`src/logic/dsuid_regs.vh`:
```
// Contract
// - memory-operation value register, 32-bit, resets zero
// - mailbox 0 at 0x10, read-write, resets zero
// - mailbox 1 at 0x14, same as mailbox 0
// - identification bits 31:28 give processor type
// - identification bits 27:23 give family code
// - identification bits 21:16 give series code
// - identification bits 15:12 give die family
// - identification bits 11:8 give die revision
// - identification bits 7:0 give device select
// - rom entry at 0x1000 with offset, format, present
// - rom entry format bit always reads one
// - mailbox write sets dirty, read clears it
// - rom offset is relative to table base
`ifndef DSUID_REGS_VH
`define DSUID_REGS_VH
`define DSUID_OFF_DATA 14'h000C
`define DSUID_OFF_MBOX0 14'h0010
`define DSUID_OFF_MBOX1 14'h0014
`define DSUID_OFF_CHIPID 14'h0018
`define DSUID_OFF_STATUS 14'h001C
`define DSUID_OFF_ROM0 14'h1000
`define DSUID_RST_WORD 32'h00000000
`define DSUID_RST_PROT 1'b1
`define DSUID_STRAP_WAIT 2'h3
`define DSUID_POS_PROC 28
`define DSUID_POS_FAMILY 23
`define DSUID_POS_SERIES 16
`define DSUID_POS_DIE 12
`define DSUID_POS_REV 8
`define DSUID_POS_DEV_SELECT 0
`define DSUID_POS_COMP_OFFSET 12
`define DSUID_POS_FORMAT 1
`define DSUID_POS_PRES 0
`define DSUID_POS_DIRTY0 0
`define DSUID_POS_DIRTY1 1
`define DSUID_POS_OPDONE 2
`endif

```
`src/logic/dsuid_mailbox.v`:
```
`timescale 1ns/1ps
// one mailbox word with its dirty flag
module dsuid_mailbox #(
  parameter WIDTH = 32
) (
  input wire clk,
  input wire rst,
  input wire wr_en,
  input wire rd_en,
  input wire [WIDTH-1:0] wdata,
  output reg [WIDTH-1:0] value_q,
  output reg dirty_q
);
  always @(posedge clk) begin
    if (rst) begin
      value_q <= {WIDTH{1'b0}};
      dirty_q <= 1'b0;
    end else begin
      if (wr_en) begin
        value_q <= wdata;
      end
      // a write in the same cycle as a read keeps the flag set
      if (wr_en) begin
        dirty_q <= 1'b1;
      end else if (rd_en) begin
        dirty_q <= 1'b0;
      end
    end
  end
endmodule

```
`src/logic/dsuid_top.v`:
```
// The APB interface to the registers was chosen for this implementation.
`timescale 1ns/1ps
`include "dsuid_regs.vh"
module dsuid_top #(
  parameter [3:0] PROCESSOR_CODE = 4'h3, // arbitrary value
  parameter [4:0] FAMILY_CODE = 5'h0B, // arbitrary value
  parameter [5:0] SERIES_CODE = 6'h12, // arbitrary value
  parameter [3:0] DIE_CODE = 4'h6, // arbitrary value
  parameter [3:0] REVISION_CODE = 4'h7, // arbitrary value
  parameter [19:0] ROM_COMP_OFFSET = 20'hFF000
) (
  // clock and reset
  input wire CLK,
  input wire RST,
  // apb slave
  input wire PSEL,
  input wire PENABLE,
  input wire PWRITE,
  input wire [15:0] PADDR,
  input wire [31:0] PWDATA,
  output wire PREADY,
  output reg [31:0] PRDATA,
  output wire PSLVERR,
  // configuration straps, captured after reset
  input wire [7:0] DEVICE_SELECT_CODE,
  input wire DEVICE_PROTECTED,
  // memory engine result path
  input wire OP_DONE,
  input wire [31:0] OP_RESULT,
  output wire [31:0] MEM_OP_VALUE,
  // mailbox views for the processor side
  output wire [31:0] MAILBOX0,
  output wire [31:0] MAILBOX1,
  output wire [1:0] MAILBOX_DIRTY
);
  reg [1:0] strap_wait_q;
  reg [7:0] dsel_s1_q;
  reg [7:0] dsel_s2_q;
  reg prot_s1_q;
  reg prot_s2_q;
  reg [7:0] dsel_q;
  reg prot_q;
  reg strap_done_q;
  reg done_s1_q;
  reg done_s2_q;
  reg done_prev_q;
  reg op_done_q;
  reg [31:0] data_q;
  wire [31:0] mbox0;
  wire [31:0] mbox1;
  wire dirty0;
  wire dirty1;
  wire [1:0] mbox_hit;
  wire [63:0] mbox_flat;
  wire [1:0] mbox_dirty;
  genvar g;
  wire [13:0] addr;
  wire access;
  wire wr;
  wire rd;
  wire hit_data;
  wire hit_mbox0;
  wire hit_mbox1;
  wire hit_id;
  wire hit_status;
  wire hit_rom;
  wire mapped;
  wire [31:0] chip_id;
  wire [31:0] rom_entry;
  wire done_rise;
  reg [31:0] rdata_d;

  // single-cycle access phase: the slave never waits
  assign PREADY = 1'b1;
  assign addr = PADDR[13:0];
  assign access = PSEL & PENABLE;
  assign wr = access & PWRITE;
  assign rd = access & ~PWRITE;
  assign hit_data = (addr == `DSUID_OFF_DATA) & (PADDR[15:14] == 2'h0);
  assign hit_mbox0 = (addr == `DSUID_OFF_MBOX0) & (PADDR[15:14] == 2'h0);
  assign hit_mbox1 = (addr == `DSUID_OFF_MBOX1) & (PADDR[15:14] == 2'h0);
  assign hit_id = (addr == `DSUID_OFF_CHIPID) & (PADDR[15:14] == 2'h0);
  assign hit_status = (addr == `DSUID_OFF_STATUS) & (PADDR[15:14] == 2'h0);
  assign hit_rom = (addr == `DSUID_OFF_ROM0) & (PADDR[15:14] == 2'h0);
  assign mapped = hit_data | hit_mbox0 | hit_mbox1 | hit_id | hit_status | hit_rom;
  // unmapped addresses and writes to read-only words answer with an error
  assign PSLVERR = access & (~mapped | (PWRITE & (hit_id | hit_rom | hit_status)));

  // straps are pins: synchronise, then latch once after reset
  always @(posedge CLK) begin
    if (RST) begin
      dsel_s1_q <= 8'h00;
      dsel_s2_q <= 8'h00;
      prot_s1_q <= 1'b0;
      prot_s2_q <= 1'b0;
      done_s1_q <= 1'b0;
      done_s2_q <= 1'b0;
      strap_wait_q <= 2'h0;
    end else begin
      dsel_s1_q <= DEVICE_SELECT_CODE;
      dsel_s2_q <= dsel_s1_q;
      prot_s1_q <= DEVICE_PROTECTED;
      prot_s2_q <= prot_s1_q;
      done_s1_q <= OP_DONE;
      done_s2_q <= done_s1_q;
      if (strap_wait_q != `DSUID_STRAP_WAIT) begin
        strap_wait_q <= strap_wait_q + 2'h1;
      end
    end
  end

  // capture after the synchroniser has filled
  always @(posedge CLK) begin
    if (RST) begin
      dsel_q <= 8'h00;
      prot_q <= `DSUID_RST_PROT;
      strap_done_q <= 1'b0;
    end else if (!strap_done_q && strap_wait_q == `DSUID_STRAP_WAIT) begin
      dsel_q <= dsel_s2_q;
      prot_q <= prot_s2_q;
      strap_done_q <= 1'b1;
    end
  end

  assign done_rise = done_s2_q & ~done_prev_q;

  // memory operation value: software seed, engine result on completion
  always @(posedge CLK) begin
    if (RST) begin
      data_q <= `DSUID_RST_WORD;
      done_prev_q <= 1'b0;
      op_done_q <= 1'b0;
    end else begin
      done_prev_q <= done_s2_q;
      if (done_rise) begin
        data_q <= OP_RESULT;
      end else if (wr && hit_data) begin
        data_q <= PWDATA;
      end
      // completion wins over a clearing write in the same cycle
      if (done_rise) begin
        op_done_q <= 1'b1;
      end else if (wr && hit_status && PWDATA[`DSUID_POS_OPDONE]) begin
        op_done_q <= 1'b0;
      end
    end
  end

  assign mbox_hit = {hit_mbox1, hit_mbox0};

  // one mailbox per channel; both ends of the debug link share each word
  generate
    for (g = 0; g < 2; g = g + 1) begin : g_mbox
      dsuid_mailbox #(
        .WIDTH(32)
      ) u_mbox (
        .clk(CLK),
        .rst(RST),
        .wr_en(wr & mbox_hit[g]),
        .rd_en(rd & mbox_hit[g]),
        .wdata(PWDATA),
        .value_q(mbox_flat[32*g+31:32*g]),
        .dirty_q(mbox_dirty[g])
      );
    end
  endgenerate

  assign mbox0 = mbox_flat[31:0];
  assign mbox1 = mbox_flat[63:32];
  assign dirty0 = mbox_dirty[0];
  assign dirty1 = mbox_dirty[1];

  assign chip_id = ({28'h0, PROCESSOR_CODE} << `DSUID_POS_PROC)
    | ({27'h0, FAMILY_CODE} << `DSUID_POS_FAMILY)
    | ({26'h0, SERIES_CODE} << `DSUID_POS_SERIES)
    | ({28'h0, DIE_CODE} << `DSUID_POS_DIE)
    | ({28'h0, REVISION_CODE} << `DSUID_POS_REV)
    | ({24'h0, dsel_q} << `DSUID_POS_DEV_SELECT);

  // offset is relative to the table base; entry present only when protected
  assign rom_entry = ({12'h0, ROM_COMP_OFFSET} << `DSUID_POS_COMP_OFFSET)
    | (32'h1 << `DSUID_POS_FORMAT)
    | ({31'h0, prot_q} << `DSUID_POS_PRES);

  always @* begin
    rdata_d = 32'h00000000;
    if (hit_data) begin
      rdata_d = data_q;
    end else if (hit_mbox0) begin
      rdata_d = mbox0;
    end else if (hit_mbox1) begin
      rdata_d = mbox1;
    end else if (hit_id) begin
      rdata_d = chip_id;
    end else if (hit_rom) begin
      rdata_d = rom_entry;
    end else if (hit_status) begin
      rdata_d = {29'h0, op_done_q, dirty1, dirty0};
    end
  end

  // read data registered in the setup cycle so it is valid in the access phase
  always @(posedge CLK) begin
    if (RST) begin
      PRDATA <= 32'h00000000;
    end else if (PSEL && !PENABLE && !PWRITE) begin
      PRDATA <= rdata_d;
    end
  end

  assign MEM_OP_VALUE = data_q;
  assign MAILBOX0 = mbox0;
  assign MAILBOX1 = mbox1;
  assign MAILBOX_DIRTY = {dirty1, dirty0};
endmodule

```
`config.mk`:
```
export PLATFORM = sky130hd
export DESIGN_NAME = dsuid_top
export DESIGN_NICKNAME = d
export VERILOG_FILES = /design/src/logic/dsuid_mailbox.v /design/src/logic/dsuid_top.v
export VERILOG_INCLUDE_DIRS = /design/src /design/src/logic
export SDC_FILE = /design/constraint.sdc
export NUM_CORES = 1
export LEC_CHECK = 0
export ABC_AREA = 0
export BUFFER_PORTS_ARGS = -buffer_cell sky130_fd_sc_hd__buf_2
export CORE_ASPECT_RATIO = 1.5
export CORE_MARGIN = 4
export CORE_UTILIZATION = 51
export CTS_CLUSTER_DIAMETER = 200
export DETAILED_ROUTE_END_ITERATION = 16
export PLACE_DENSITY = 0.92
export RECOVER_POWER = 50
export SYNTH_ARGS = -nofsm -noshare
export SYNTH_HDL_FRONTEND = slang
export SYNTH_SLANG_ARGS = --single-unit
```
`constraint.sdc`:
```
create_clock -name CLK -period 3.65 [get_ports CLK]
set_clock_uncertainty 0.15 [all_clocks]
set_input_delay 0.5475 -clock CLK [delete_from_list [all_inputs] [get_ports CLK]]
set_output_delay 0.5475 -clock CLK [all_outputs]
set_load 0.02 [all_outputs]
```
==> impl_metrics.ini <==
[clocking]
path_clk_slew_ns = 0.06
worstSkewPairLatency_ns = 0.42
cts_max_level = 4
hold_buffers = 0
numCtsBuffers = 17
tritoncts_num_sinks = 164
cts_root_buf = clkbuf_16
clockBufferDepth = 2
cts_tree = built
post_cts_resized = 0
post_cts_buffers = 0

[critical_path]
startpoint_type = primary input
crit_chain = buf_2 > or4_1 > or4b_2 > nor3_1 > o21a_1 > o21ba_2 > buf_2
cpMostUsedCell = buf_2
worst_setup_path_end_kind = primary output
crit_required_ns = 2.95
max_stage_delay_ns = 0.70
cp.arrival_ns = 2.71
cp_slowest_cell = or4b_2
crit_fanout = 5
path_class = primary input to primary output
r2r_cells = 4

[floorplanning]
die_h_um = 151
core_area_mm2 = 0.0131
rows = 51
ioPinCount = 227
start_util_pct = 52.7
die_area_mm2 = 0.0155
die_x_um = 103

[global_route]
antenna_found_initial = 0
grt_pass1_wl_um = 35900
grtUsageTotal_pct = 29.9
grt_max_degree = 78
grt-ovfl-total = 0
grt_pass1_vias = 7054

[timing]
timing.final.crit_period_ns = 3.41
fmax_mhz = 293
tightestPinTransition_ns = 2.66
slew_violations = 54
period_share_pct = 93.4
hold-worst-slack_ns = 0.187
finalSetupViolCount = 0
fin_setup_tns_ns = 0
hold_violations = 0
timing.final.ws_setup_ns = 0.243
slew_headroom_pct = -77.5
rsz0062_at_grt = no

[pwr]
power.density_cell_area_mw_per_mm2 = 470
power.leakage_nw = 3.12
power_mw = 4.09
irDropWorstVdd_uv = 286

[route]
drt-total-wl_um = 23500
num_vias = 7226
ant_nets = 0
drt-wirelength-per-cell_um = 19.4
drc = 0
first_iter_violations = 547
drt-pass1-iter-count = 5
vias_per_cell = 5.97

[synth]
ys_warn_count = 0
syn-cell-area_mm2 = 0.00693
ys_seq_area_share_pct = 47.4
ys.flop_type = dfxtp_1
syn_inst = 839
syn_area_per_cell_um2 = 8.25
synth_edf_count = 0
synth-async-reset-ratio_pct = 0
synth_cell_types = 51
ys_ff_latch = 164
syn-num-nets = 935

[placement]
io_buffers = 225
pre_cts_ws_ns = 0.254
place.gp.congestion = 0.936
dp_hpwl_um = 16300
placedCellCount = 1180

[final_layout]
final_common_cell = nand2_1
n_antenna_cell = 0
nNetsFinal = 1136
final_cell_mix = 170 x nand2_1, 164 x dfxtp_1, 125 x clkbuf_1
area_growth_pct = 25.5
fin_cells = 1211
drive_above_1_share_pct = 16.8

[worst_hold_path]
hold_path_depth = 2
hold_class = primary input to flop

[job]
cap_violations = 1

[outcome]
violations = max-capacitance violations, max-slew violations
status = finished with violations
==> worst max-delay path: cells and delay by family <==
kind / cells / cell delay, ns
buf+inv: 2 / 0.24
simple gates: 3 / 1.60
compound gates: 2 / 0.32
==> metrics by stage <==
step	area (µm²)	utilization [%]
floorplan	6930	-
global placement	8240	62.7
detailed placement	8240	62.7
CTS	8850	67.3
global route	8690	66.1
finish	8690	66.1
==> registers in the layout, summed over array words and instances (netlist names) <==
| signal | cells |
|---|---|
| MEM_OP_VALUE | 32 |
| PRDATA | 32 |
| done_prev_q | 1 |
| done_s1_q | 1 |
| done_s2_q | 1 |
| dsel_q | 8 |
| dsel_s1_q | 8 |
| dsel_s2_q | 8 |
| g_mbox.u_mbox.dirty_q | 2 |
| g_mbox.u_mbox.value_q | 64 |
| op_done_q | 1 |
| prot_q | 1 |
| prot_s1_q | 1 |
| prot_s2_q | 1 |
| strap_done_q | 1 |
| strap_wait_q | 2 |
==> cells by family after synthesis <==
family | synth area share (%)
buf+inv | 4.82
compound gates | 19.0
fa+ha+maj | 0.181
xor+xnor | 0.253
simple gates | 22.7
flops | 47.4
other cells | 0.0541
mux | 5.53
==> power by group <==
| group | total, mW | internal [mW] | switching [mW] | leakage, nW |
|---|---|---|---|---|
| Sequential | 1.88 | 1.84 | 0.0341 | 1.33 |
| Clock | 1.84 | 1.11 | 0.725 | 0.297 |
| Combinational | 0.370 | 0.134 | 0.237 | 1.49 |
| Total | 4.09 | 3.09 | 0.996 | 3.12 |
==> layout make-up <==
type / instances / area [µm²]
tap: 159 / 199
fill: 1104 / 4450
clock inverter: 11 / 151
sequential: 164 / 3280
clock buffer: 20 / 457
inverter: 6 / 22.5
multi-input combinational: 596 / 3360
timing repair buffer: 255 / 1220
==> cells in the mapped netlist, types with 7 or more instances <==
master      n  area, µm²
nand2b_1    7       43.8
clkbuf_1   55        206
nor2_1     91        342
a221oi_1   28        245
nor2b_1    24        150
dfxtp_1   164       3280
mux2i_1    36        360
a21oi_1    84        420
a22o_1      8       70.1
nor3_1     30        150
buf_2      12       60.1
nor4_1      7       43.8
nand2_1   170        638
o21ai_0    18       90.1
a211oi_1   37        278
==> final timing paths <==
path | start | end | slack (ns)
min reg2reg | dsel_s1_q[0] | dsel_s2_q[0] | 0.29
max | PADDR[9] | PSLVERR | 0.24
min | DEVICE_SELECT_CODE[0] | dsel_s1_q[0] | 0.19
max reg2reg | done_s2_q | MEM_OP_VALUE[22] | 1.57
==> layer usage <==
metal  GRT usage (%)  vias to the layer above  routed length, µm
met3            6.17                       98               2230
met2            51.1                      480              11900
li1                -                     3332                  -
met5               0                        -                  0
met1            33.9                     3316               8190
met4            16.9                        0               1160
No activity file was read; power rests on OpenSTA's default activity.
